`src/include/counter_array_params.svh`:
```
// Offsets, field positions, reset values and limits of the counter array
`ifndef COUNTER_ARRAY_PARAMS_SVH
`define COUNTER_ARRAY_PARAMS_SVH

`define CA_NUM_MOD        6

`define CA_ADDR_CTRL      8'h00
`define CA_ADDR_MODE      8'h01
`define CA_ADDR_CNT_L     8'h02
`define CA_ADDR_CNT_H     8'h03
`define CA_ADDR_CPM_BASE  8'h10
`define CA_ADDR_CPL_BASE  8'h20
`define CA_ADDR_CPH_BASE  8'h30

`define CA_BIT_OVF        7
`define CA_BIT_RUN        6
`define CA_BIT_OVF_IE     0

`define CA_BIT_PWM16      7
`define CA_BIT_ECOM       6
`define CA_BIT_PWM        1
`define CA_BIT_ECCF       0

`define CA_CTRL_RST       8'h00
`define CA_MODE_RST       8'h00
`define CA_CPM_RST        8'h00
`define CA_CMP_RST        8'h00
`define CA_CNT_RST        16'h0000
`define CA_RDATA_RST      8'h00

`define CA_LOW_MAX        8'hff
`define CA_CNT_MAX        16'hffff
`define CA_CNT_STEP       16'h0001

`endif

```
`src/include/counter_array_pkg.sv`:
```
// Types shared by the counter array PWM block
package counter_array_pkg;

    typedef logic [7:0]  byte_t;
    typedef logic [15:0] word_t;
    typedef logic [5:0]  mod_vec_t;

    typedef enum logic [1:0] {
        MODE_IDLE  = 2'b00,
        MODE_PWM8  = 2'b01,
        MODE_PWM16 = 2'b10,
        MODE_TIMER = 2'b11
    } mod_mode_t;

endpackage

```
`src/rtl/counter_array_pwm.sv`:
```
// Counter array with six compare modules in 8-bit and 16-bit PWM modes
`timescale 1ns/1ps
`include "counter_array_params.svh"

// Function
// - 8-bit PWM: pin goes high when counter low byte equals compare low byte
// - 8-bit PWM: pin goes low when counter low byte overflows, except with a zero compare high byte
// - 8-bit PWM: compare low byte reloads from compare high byte on low wrap
// - 8-bit PWM selected by comparator enable and PWM enable, sixteen-bit select clear
// - 8-bit PWM high fraction is (256 minus compare high byte) over 256
// - 16-bit PWM: compare word counts low ticks; pin high on 16-bit match
// - 16-bit PWM: pin goes low when the 16-bit counter overflows, except with a zero compare word
// - 16-bit PWM selected by comparator enable, PWM enable and sixteen-bit select
// - 16-bit PWM high fraction is (65536 minus compare word) over 65536
// - Overflow flag, control bit 7, sets when counter wraps 0xFFFF to 0x0000
// - Interrupt request raised while overflow flag set and its interrupt enabled
// - A module's match flag sets whenever its compare match occurs
module counter_array_pwm (
    input  wire logic                      i_core_clk,
    input  wire logic                      i_nrst,
    input  wire logic                      i_tick,
    input  wire counter_array_pkg::byte_t  i_sfr_addr,
    input  wire logic                      i_sfr_wr,
    input  wire logic                      i_sfr_rd,
    input  wire counter_array_pkg::byte_t  i_sfr_wdata,
    output logic [7:0]                     o_sfr_rdata,
    output logic [5:0]                     o_module_output_pin,
    output logic                           o_irq
);
    import counter_array_pkg::*;

    // True when addr selects module idx of a register bank at base
    function automatic logic bank_hit(
        input byte_t a,
        input byte_t base,
        input int    idx
    );
        byte_t off;
        off = idx[7:0];
        return a == byte_t'(base + off);
    endfunction

    // Mode of one module from its mode register
    function automatic mod_mode_t decode_mode(input byte_t m);
        mod_mode_t md;
        md = MODE_IDLE;
        if (m[`CA_BIT_ECOM] && m[`CA_BIT_PWM] && m[`CA_BIT_PWM16]) begin
            md = MODE_PWM16;
        end else if (m[`CA_BIT_ECOM] && m[`CA_BIT_PWM]) begin
            md = MODE_PWM8;
        end else if (m[`CA_BIT_ECOM]) begin
            // Timer decode keeps match flags alive outside the PWM modes
            md = MODE_TIMER;
        end
        return md;
    endfunction

    byte_t     ctrl_ff;
    byte_t     nxt_ctrl_ff;
    byte_t     mode_ff;
    byte_t     nxt_mode_ff;
    word_t     cnt_ff;
    word_t     nxt_cnt_ff;
    byte_t     snap_ff;
    byte_t     nxt_snap_ff;
    byte_t     rdata_ff;
    byte_t     nxt_rdata_ff;
    logic      irq_ff;
    logic      nxt_irq_ff;

    logic      cnt_write;
    logic      cnt_l_wr;
    logic      cnt_h_wr;
    logic      step;
    logic      low_wrap;
    logic      full_wrap;
    word_t     new_cnt;
    logic      ovf_req;
    logic      match_req;

    wire mod_vec_t mod_match;
    wire mod_vec_t mod_eccf;
    wire mod_vec_t mod_pin;
    wire byte_t    cpm_rd [`CA_NUM_MOD];
    wire byte_t    cpl_rd [`CA_NUM_MOD];
    wire byte_t    cph_rd [`CA_NUM_MOD];

    // ------------------------------------------------------------------
    // Counter and high-byte snapshot
    // ------------------------------------------------------------------
    // A software write to either counter byte takes the cycle; no tick
    // and no wrap event is seen then, so a reload cannot race the write.
    always_comb begin
        cnt_l_wr  = i_sfr_wr && (i_sfr_addr == `CA_ADDR_CNT_L);
        cnt_h_wr  = i_sfr_wr && (i_sfr_addr == `CA_ADDR_CNT_H);
        cnt_write = cnt_l_wr || cnt_h_wr;
        step      = ctrl_ff[`CA_BIT_RUN] && i_tick && !cnt_write;
        new_cnt   = cnt_ff + `CA_CNT_STEP;
        low_wrap  = step && (cnt_ff[7:0] == `CA_LOW_MAX);
        full_wrap = step && (cnt_ff == `CA_CNT_MAX);
    end

    always_comb begin
        nxt_cnt_ff  = cnt_ff;
        nxt_snap_ff = snap_ff;
        if (cnt_l_wr) begin
            nxt_cnt_ff[7:0] = i_sfr_wdata;
        end else if (cnt_h_wr) begin
            nxt_cnt_ff[15:8] = i_sfr_wdata;
        end else if (step) begin
            nxt_cnt_ff = new_cnt;
        end
        // Low byte read freezes the high byte so a 16-bit read is coherent
        if (i_sfr_rd && i_sfr_addr == `CA_ADDR_CNT_L) begin
            nxt_snap_ff = cnt_ff[15:8];
        end
    end

    always_ff @(posedge i_core_clk or negedge i_nrst) begin
        if (!i_nrst) begin
            cnt_ff  <= `CA_CNT_RST;
            snap_ff <= `CA_CMP_RST;
        end else begin
            cnt_ff  <= nxt_cnt_ff;
            snap_ff <= nxt_snap_ff;
        end
    end

    // ------------------------------------------------------------------
    // Compare modules
    // ------------------------------------------------------------------
    genvar gi;
    generate
        for (gi = 0; gi < `CA_NUM_MOD; gi = gi + 1) begin : gen_mod
            byte_t     cpm_ff;
            byte_t     nxt_cpm_ff;
            byte_t     cpl_ff;
            byte_t     nxt_cpl_ff;
            byte_t     cph_ff;
            byte_t     nxt_cph_ff;
            logic      pin_ff;
            logic      nxt_pin_ff;
            logic      match;
            byte_t     eff_cpl;
            mod_mode_t mode;

            always_comb begin
                mode = decode_mode(cpm_ff);
                // On the low wrap the freshly reloaded value is the one
                // compared, so a zero high byte gives a full-high output
                eff_cpl = (mode == MODE_PWM8 && low_wrap) ? cph_ff : cpl_ff;
                match   = 1'b0;
                if (step && mode == MODE_PWM8) begin
                    match = (new_cnt[7:0] == eff_cpl);
                end else if (step && mode != MODE_IDLE) begin
                    match = (new_cnt == {cph_ff, cpl_ff});
                end
            end

            always_comb begin
                nxt_cpm_ff = cpm_ff;
                nxt_cpl_ff = cpl_ff;
                nxt_cph_ff = cph_ff;
                nxt_pin_ff = pin_ff;
                if (i_sfr_wr && bank_hit(i_sfr_addr, `CA_ADDR_CPM_BASE, gi)) begin
                    nxt_cpm_ff = i_sfr_wdata;
                end
                // A compare word changed mid-period acts at once, so a write
                // made just after the match lands cleanly in the next period
                if (i_sfr_wr && bank_hit(i_sfr_addr, `CA_ADDR_CPH_BASE, gi)) begin
                    nxt_cph_ff = i_sfr_wdata;
                end
                // Hardware reload beats a same-cycle software write here,
                // since in this mode the low byte is owned by the reload
                if (mode == MODE_PWM8 && low_wrap) begin
                    nxt_cpl_ff = cph_ff;
                end else if (i_sfr_wr && bank_hit(i_sfr_addr, `CA_ADDR_CPL_BASE, gi)) begin
                    nxt_cpl_ff = i_sfr_wdata;
                end
                // Match wins over the wrap: low phase lasts compare ticks
                case (mode)
                    MODE_PWM8: begin
                        if (match) begin
                            nxt_pin_ff = 1'b1;
                        end else if (low_wrap) begin
                            nxt_pin_ff = 1'b0;
                        end
                    end
                    MODE_PWM16: begin
                        if (match) begin
                            nxt_pin_ff = 1'b1;
                        end else if (full_wrap) begin
                            nxt_pin_ff = 1'b0;
                        end
                    end
                    default: begin
                        nxt_pin_ff = pin_ff;
                    end
                endcase
            end

            always_ff @(posedge i_core_clk or negedge i_nrst) begin
                if (!i_nrst) begin
                    cpm_ff <= `CA_CPM_RST;
                    cpl_ff <= `CA_CMP_RST;
                    cph_ff <= `CA_CMP_RST;
                    pin_ff <= 1'b0;
                end else begin
                    cpm_ff <= nxt_cpm_ff;
                    cpl_ff <= nxt_cpl_ff;
                    cph_ff <= nxt_cph_ff;
                    pin_ff <= nxt_pin_ff;
                end
            end

            assign mod_match[gi] = match;
            assign mod_eccf[gi]  = cpm_ff[`CA_BIT_ECCF];
            assign mod_pin[gi]   = pin_ff;
            assign cpm_rd[gi]    = cpm_ff;
            assign cpl_rd[gi]    = cpl_ff;
            assign cph_rd[gi]    = cph_ff;
        end
    endgenerate

    // ------------------------------------------------------------------
    // Control and mode registers, interrupt request
    // ------------------------------------------------------------------
    always_comb begin
        nxt_ctrl_ff = ctrl_ff;
        nxt_mode_ff = mode_ff;
        if (i_sfr_wr && i_sfr_addr == `CA_ADDR_CTRL) begin
            nxt_ctrl_ff = i_sfr_wdata;
        end
        if (i_sfr_wr && i_sfr_addr == `CA_ADDR_MODE) begin
            nxt_mode_ff = {7'h00, i_sfr_wdata[`CA_BIT_OVF_IE]};
        end
        // Hardware set is OR-ed after the write so an event never gets lost
        nxt_ctrl_ff[`CA_BIT_OVF] = nxt_ctrl_ff[`CA_BIT_OVF] | full_wrap;
        nxt_ctrl_ff[5:0]         = nxt_ctrl_ff[5:0] | mod_match;
    end

    // Match requests let software pace duty updates to the period
    always_comb begin
        ovf_req    = ctrl_ff[`CA_BIT_OVF] && mode_ff[`CA_BIT_OVF_IE];
        match_req  = |(ctrl_ff[5:0] & mod_eccf);
        nxt_irq_ff = ovf_req || match_req;
    end

    always_ff @(posedge i_core_clk or negedge i_nrst) begin
        if (!i_nrst) begin
            ctrl_ff <= `CA_CTRL_RST;
            mode_ff <= `CA_MODE_RST;
            irq_ff  <= 1'b0;
        end else begin
            ctrl_ff <= nxt_ctrl_ff;
            mode_ff <= nxt_mode_ff;
            irq_ff  <= nxt_irq_ff;
        end
    end

    // ------------------------------------------------------------------
    // Read path: data valid the cycle after the read strobe
    // ------------------------------------------------------------------
    always_comb begin
        nxt_rdata_ff = rdata_ff;
        if (i_sfr_rd) begin
            nxt_rdata_ff = `CA_RDATA_RST;
            if (i_sfr_addr == `CA_ADDR_CTRL) begin
                nxt_rdata_ff = ctrl_ff;
            end else if (i_sfr_addr == `CA_ADDR_MODE) begin
                nxt_rdata_ff = mode_ff;
            end else if (i_sfr_addr == `CA_ADDR_CNT_L) begin
                nxt_rdata_ff = cnt_ff[7:0];
            end else if (i_sfr_addr == `CA_ADDR_CNT_H) begin
                nxt_rdata_ff = snap_ff;
            end else begin
                for (int k = 0; k < `CA_NUM_MOD; k++) begin
                    if (bank_hit(i_sfr_addr, `CA_ADDR_CPM_BASE, k)) begin
                        nxt_rdata_ff = cpm_rd[k];
                    end else if (bank_hit(i_sfr_addr, `CA_ADDR_CPL_BASE, k)) begin
                        nxt_rdata_ff = cpl_rd[k];
                    end else if (bank_hit(i_sfr_addr, `CA_ADDR_CPH_BASE, k)) begin
                        nxt_rdata_ff = cph_rd[k];
                    end
                end
            end
        end
    end

    always_ff @(posedge i_core_clk or negedge i_nrst) begin
        if (!i_nrst) begin
            rdata_ff <= `CA_RDATA_RST;
        end else begin
            rdata_ff <= nxt_rdata_ff;
        end
    end

    assign o_sfr_rdata         = rdata_ff;
    assign o_module_output_pin = mod_pin;
    assign o_irq               = irq_ff;

endmodule

```
`config.mk`:
```
export PLATFORM = sky130hd
export DESIGN_NAME = counter_array_pwm
export DESIGN_NICKNAME = d
export VERILOG_FILES = /design/src/include/counter_array_pkg.sv /design/src/rtl/counter_array_pwm.sv
export VERILOG_INCLUDE_DIRS = /design/src /design/src/include
export SDC_FILE = /design/constraint.sdc
export NUM_CORES = 1
export LEC_CHECK = 0
export ABC_AREA = 1
export BUFFER_PORTS_ARGS = -buffer_cell sky130_fd_sc_hd__clkbuf_2
export CAP_MARGIN = 20
export CORE_MARGIN = 4
export CORE_UTILIZATION = 55
export CTS_CLUSTER_SIZE = 40
export DETAILED_ROUTE_END_ITERATION = 10
export GPL_TIMING_DRIVEN = 1
export PLACE_DENSITY = 0.72
export SLEW_MARGIN = 20
export SYNTH_ARGS = -nofsm -noshare
export SYNTH_HDL_FRONTEND = slang
export SYNTH_SLANG_ARGS = --single-unit
```
`constraint.sdc`:
```
create_clock -name i_core_clk -period 6.6 [get_ports i_core_clk]
set_input_delay 0.66 -clock i_core_clk [delete_from_list [all_inputs] [get_ports i_core_clk]]
set_output_delay 0.66 -clock i_core_clk [all_outputs]
set_load 0.02 [all_outputs]
```
# ---- Yosys cells after proc, flatten, opt, wreduce, memory -nomap -nowiden
# Index checks and enable logic that the tools add are counted.
dict set report word_totals {
  regBits 192
  in_bits 21
  out_inout_bits 15
}
dict set report classes {
  addsub 1
  eq_ne 60
  muxes 95
  bitwise_logic 4
  reduce_logical 91
}
# cell count
set ops {}
lappend ops {{$mux W8} 44}
lappend ops {{$eq A16 B16 Y1} 6}
lappend ops {{$eq A8 B6 Y1 const B} 12}
lappend ops {{$logic_and A1 B1 Y1} 58}
lappend ops {{$eq A8 B5 Y1 const B} 6}
lappend ops {{$eq A8 B8 Y1} 6}
lappend ops {{$reduce_bool A2 Y1} 20}
lappend ops {{$mux W2} 18}
lappend ops {{$ne A3 B3 Y1 const B} 12}
lappend ops {{$mux W1} 26}
lappend ops {{$reduce_and A3 Y1} 6}
lappend ops {{$add A16 B1 Y16 const B} 1}
lappend ops {{$eq A16 B16 Y1 const B} 1}
lappend ops {{$eq A8 B2 Y1 const B} 2}
lappend ops {{$mux W16} 1}
lappend ops {{$eq A2 B1 Y1 const B} 6}
lappend ops {{$eq A2 B2 Y1 const B} 6}
lappend ops {{$pmux W1 S2} 6}
lappend ops {{$eq A8 B1 Y1 const B} 1}
lappend ops {{$eq A8 B8 Y1 const B} 1}
lappend ops {{$logic_not A8 Y1} 1}
lappend ops {{$and A6 B6 Y6} 1}
lappend ops {{$or A6 B6 Y6} 1}
lappend ops {{$reduce_or A6 Y1} 1}
lappend ops {{other kinds (6)} 8}

# ---- Longest topological paths before layout
dict set report depth {
  word_depth 23
  ltp_mapped 21
  ltp_nobuf 19
}

# ---- Least setup slack after synthesis
# Ideal clock, no wire load.
dict set report synth_timing {
  path_type {input-to-reg}
  start {input i_sfr_addr[2]}
  end {register gen_mod[0].pin_ff}
  setup_ns 0.129
  arrival_time_ns 2.389
  required_time_ns 6.471
  path_slack_ns 4.082
  path_stages 19
  cell_sequence {inv_2 nand2_4 nor2_8 nand2_4 nor2_4 nand2_2 nand3_4 inv_2 buf_6 nand2_4 nor2_8 buf_6 o21a_1 o22ai_1 a21oi_1 nand3_1 nand2_1 nand2_1 nand2_1}
}
dict set report synth_between {
  elab_chain_cells 12
  elab_cells_between_ends 22
  classes_between {eq/ne: 5; mux: 6; reduce/logical: 11}
}
# item line_no
set synth_lines {}
lappend synth_lines {{start, declared} counter_array_pwm.sv:22} ;# input wire counter_array_pkg::byte_t i_sfr_addr,
lappend synth_lines {{$eq A8 B2 Y1 (no line)} -}
lappend synth_lines {{$logic_and A1 B1 Y1, on equally long branches} {counter_array_pwm.sv:94, counter_array_pwm.sv:95}}
lappend synth_lines {{$logic_or A1 B1 Y1 *} counter_array_pwm.sv:96} ;# cnt_write = cnt_l_wr || cnt_h_wr;
lappend synth_lines {{$logic_not A1 Y1 *} counter_array_pwm.sv:97} ;# step = ctrl_ff[`CA_BIT_RUN] && i_tick && !cnt_write;
lappend synth_lines {{$logic_and A1 B1 Y1 *} counter_array_pwm.sv:97}
lappend synth_lines {{$logic_and A1 B1 Y1} counter_array_pwm.sv:99} ;# low_wrap = step && (cnt_ff[7:0] == `CA_LOW_MAX);
lappend synth_lines {{$logic_and A1 B1 Y1} counter_array_pwm.sv:151} ;# eff_cpl = (mode == MODE_PWM8 && low_wrap) ? cph_ff : cpl_ff;
lappend synth_lines {{$mux W8} counter_array_pwm.sv:151}
lappend synth_lines {{$eq A8 B8 Y1} counter_array_pwm.sv:154} ;# match = (new_cnt[7:0] == eff_cpl);
lappend synth_lines {{$mux W1} counter_array_pwm.sv:153} ;# if (step && mode == MODE_PWM8) begin
lappend synth_lines {{$ne A3 B3 Y1 (no line) (tied with other cells)} -}
lappend synth_lines {{$reduce_and A3 Y1 (no line) or $pmux W1 S2 (tied branches)} -}
lappend synth_lines {{end signal, assigned} counter_array_pwm.sv:212} ;# pin_ff <= nxt_pin_ff;
lappend synth_lines {{end, declared} counter_array_pwm.sv:141} ;# logic pin_ff;
# Mark *: on every way between the ends. The rest lies on a longest branch, timed or not.
# A chain may end at the register's enable or synchronous reset.

# ---- Final worst setup path
dict set report layout_timing {
  start {register cnt_ff[0]}
  end {register gen_mod[1].pin_ff}
}
dict set report layout_between {
  elab_chain_cells 8
  elab_cells_between_ends 17
  classes_between {add/sub: 1; eq/ne: 6; mux: 6; reduce/logical: 4}
}
# item line_no
set layout_lines {}
lappend layout_lines {{start, declared} counter_array_pwm.sv:62} ;# word_t cnt_ff;
lappend layout_lines {{start signal, assigned} counter_array_pwm.sv:121} ;# cnt_ff <= `CA_CNT_RST;
lappend layout_lines {{start signal, assigned} counter_array_pwm.sv:124} ;# cnt_ff <= nxt_cnt_ff;
lappend layout_lines {{parallel branches: the longest is 8 deep, another holds $add A16 B1 Y16} -}
lappend layout_lines {{end signal, assigned} counter_array_pwm.sv:212}
lappend layout_lines {{end, declared} counter_array_pwm.sv:141}
# Several ways; the timed one is not identified.

==> out/qor.tcl <==
set qor(status) {complete, no violations}
set qor(hp-class) {primary input to asynchronous set/reset pin}
set qor(core-area_um2) 21300
set qor(diodes) 0
set qor(grt_antenna_before_repair) 2
set qor(wirelength_um) 47700
set qor(io_buffers) 35
set qor(clockPowerShare_pct) 31.7
set qor(clock-sinks) 192
set qor(rsz0062_at_grt) {false}
set qor(first_drt_iteration_drcs) 1676
set qor(most_common_cell_after_layout_fill_and_taps_aside) {sky130_fd_sc_hd__nand2_1}
set qor(cpMaxStageDelayCell) {sky130_fd_sc_hd__and2_1}
set qor(gp_congestion) 1.01
set qor(area_taken_by_flip_flops_and_latches_um2) 4800
set qor(tritoncts) {built}
set qor(hold_ws_ns) 0.306
set qor(cp_max_fo) 17
set qor(post_cts.repair.setup_buffers) 0
set qor(drv_cap) 0
set qor(place.detailed.instances) 1907
set qor(cell_area_after_placement_um2) 12300
set qor(layout.cells.most_common_list) {sky130_fd_sc_hd__nand2_1, sky130_fd_sc_hd__dfrtp_1, sky130_fd_sc_hd__o21ai_0}
set qor(avgRoutedWirePerCell_um) 24.6
set qor(critical-path-top-cell-by-count) {sky130_fd_sc_hd__nand2_1}
set qor(postSynthNetCount) 1678
set qor(min_period_over_period_pct) 54.4
set qor(synthesis.instances) 1656
set qor(cell_internal_pwr_uw) 2010
set qor(post_drt_via_cell_ratio) 6.35
set qor(drc) 0
set qor(grt_pass1_vias) 11200
set qor(syn_to_final_growth_pct) 6.98
set qor(leakage_uw) 0.00588
set qor(cp_data_arrival_time_ns) 3.92
set qor(finalMaxSlewViolations) 0
set qor(syn_avg_cell_area_um2) 7.29
set qor(clk_root_buffer_cell) {sky130_fd_sc_hd__clkbuf_16}
set qor(die_y_um) 156
set qor(cts_buffer_depth) 2
set qor(clk_pin_slew_ns) 0.08
set qor(layout.nets) 1673
set qor(fill_cells) 1989
set qor(sequential_element_share_of_the_synthesized_area_pct) 39.8
set qor(grt_use_total_pct) 39.4
set qor(stdcell_area_um2) 12900
set qor(startpoint_type) {flip-flop}
set qor(finalSetupTns_ns) 0
set qor(power.net_switching_uw) 1270
set qor(path_class) {flip-flop to flip-flop}
set qor(num_rows) 53
set qor(synth_area_um2) 12100
set qor(timing.critical_path.to_type) {flip-flop}
set qor(yosysWarningCount) 0
set qor(cts_hold_buffers) 0
set qor(final_non_filler_cell_total) 1939
set qor(numCtsBuffers) 17
set qor(yosys.cell_types.count) 52
set qor(combinationalPowerShare_pct) 26.9
set qor(crit_path_max_incr_delay_ns) 0.73
set qor(multiInputGateArea_um2) 6280
set qor(ir_worst_vdd_uv) 238
set qor(pin_count) 36
set qor(finalCriticalPeriod_ns) 3.59
set qor(power.density_nw_per_um2) 254
set qor(timing_hold_violations_final) 0
set qor(drt_pre_antenna_iters) 6
set qor(largest_net_degree_at_the_start_of_global_routing) 116
set qor(cp.required_ns) 6.92
set qor(ys_seq_elements) 192
set qor(cp_cell_sequence) {buf_4, nand3_1, inv_1, nand2_1, o21ai_0, and2_1, inv_1, or2_2, nand2_1, nor3_1, nand4_1, nand2_1, nand2_1, nand2_1}
set qor(detailedPlacementHpwl_um) 32700
set qor(maxClockFrequency_ghz) 0.278
set qor(floorplan.die.width_um) 156
set qor(floorplan.die_area_um2) 24400
set qor(tightest_slew_ns) 1.15
set qor(post_route_cells_drive_above_1_share_pct) 7.93
set qor(worstSkewPairLatency_ns) 0.45
set qor(max-slew-margin-rel_pct) 23.4
set qor(gr-total-overflow) 0
set qor(finalClockSkew_ns) 0.0153
set qor(floorplan.initialDensity_pct) 56.7
set qor(vias) 12300
set qor(final-setup-viol-count) 0
set qor(cts_htree_levels) 4
set qor(r2r_setup_slack_ns) 3.01
set qor(p_seq_share_pct) 41.4
set qor(grt_pass1_wl_um) 71100
set qor(cts-resized-gates) 0
set qor(power_switching_share_pct) 38.8
set qor(route.antenna.remaining_nets) 0
[final cells by class]
cell class | count | share of cell area [%]
multi-input combinational | 1220 | 48.6
sequential | 192 | 37.2
inverter | 176 | 5.12
clock buffer | 19 | 3.35
tap | 275 | 2.66
timing repair buffer | 44 | 1.98
clock inverter | 13 | 1.10
[cells by family after synthesis]
logic type,after synthesis,share of synthesized area (%)
buffers and inverters,244,8.23
and+or+nand+nor,803,29.7
xor gates and xnor gates,75,5.72
AOI/OAI and AO/OA,341,16.5
adders and majority gates,1,0.104
DFF,192,39.8
[power groups by stage]
| stage | Clock, µW | Combinational (µW) | Sequential (µW) |
|---|---|---|---|
| floorplan | 0 | 527 | 1350 |
| global placement | 0 | 838 | 1370 |
| detailed placement | 0 | 840 | 1370 |
| CTS | 1050 | 843 | 1350 |
| global route | 1100 | 923 | 1370 |
| finish | 1040 | 882 | 1360 |
[registers in the layout, indices dropped and copies added, names as in the netlist]
name	flops
gen_mod.cph_ff	48
o_sfr_rdata	8
gen_mod.cpl_ff	48
o_irq	1
snap_ff	8
gen_mod.cpm_ff	48
gen_mod.pin_ff	6
cnt_ff	16
mode_ff	1
ctrl_ff	8
[final timing paths]
check | start | to | cells past startpoint
max | cnt_ff[0] | gen_mod[1].pin_ff | 14
min | i_nrst | gen_mod[0].cpm_ff[1] | 1
max reg2reg | cnt_ff[0] | gen_mod[1].pin_ff | 14
min reg2reg | o_sfr_rdata[0] | o_sfr_rdata[0] | 2
max in group asynchronous | i_nrst | gen_mod[5].cph_ff[4] | 2
min in group i_core_clk | o_sfr_rdata[0] | o_sfr_rdata[0] | 2
[worst max-delay path, delay by kind of cell, from the launching register on]
kind	cells	cell delay (ns)
AND/OR/NAND/NOR	10	1.77
flip-flops	1	0.37
buffers and inverters	3	1.16
AO/OA/AOI/OAI	1	0.16
[Yosys cell counts, drive strengths merged]
master | count | area [µm²]
a2111oi | 1 | 8.76
a211oi | 3 | 22.5
a21oi | 48 | 240
a221oi | 1 | 8.76
a22oi | 1 | 7.51
a31oi | 1 | 6.26
and2 | 1 | 6.26
buf | 22 | 159
clkbuf | 46 | 173
clkinv | 3 | 12.5
dfrtp | 192 | 4800
ha | 1 | 12.5
inv | 173 | 649
nand2 | 476 | 1840
nand3 | 109 | 588
nand4 | 48 | 300
nor2 | 119 | 524
nor3 | 20 | 131
nor3b | 6 | 45.0
nor4 | 11 | 68.8
o2111a | 2 | 22.5
o2111ai | 6 | 52.6
o211ai | 50 | 375
o21a | 3 | 22.5
o21ai | 200 | 1020
o221ai | 13 | 114
o22ai | 5 | 31.3
o311ai | 6 | 52.6
o31ai | 1 | 7.51
or2 | 13 | 81.3
xnor2 | 9 | 78.8
xor2 | 66 | 612
[stage by stage]
stage          setup WS [ns]  util, %  power, µW
5_1_grt                 2.85     60.7       3390
3_5_place_dp            2.99     58.0       2210
6_report                3.01     60.7       3280
4_1_cts                 3.19     60.7       3240
2_1_floorplan           4.08        -       1870
3_3_place_gp            3.07     58.0       2210
[layer usage]
layer  up-vias  routed length, µm  track usage [%]
li1       5498                  -                -
met1      5789              19100             56.4
met2       838              19600             55.4
met3       177               6530             12.0
met4         2               2470             16.7
met5         -                 11                0
No activity file was read; power rests on OpenSTA's default activity.
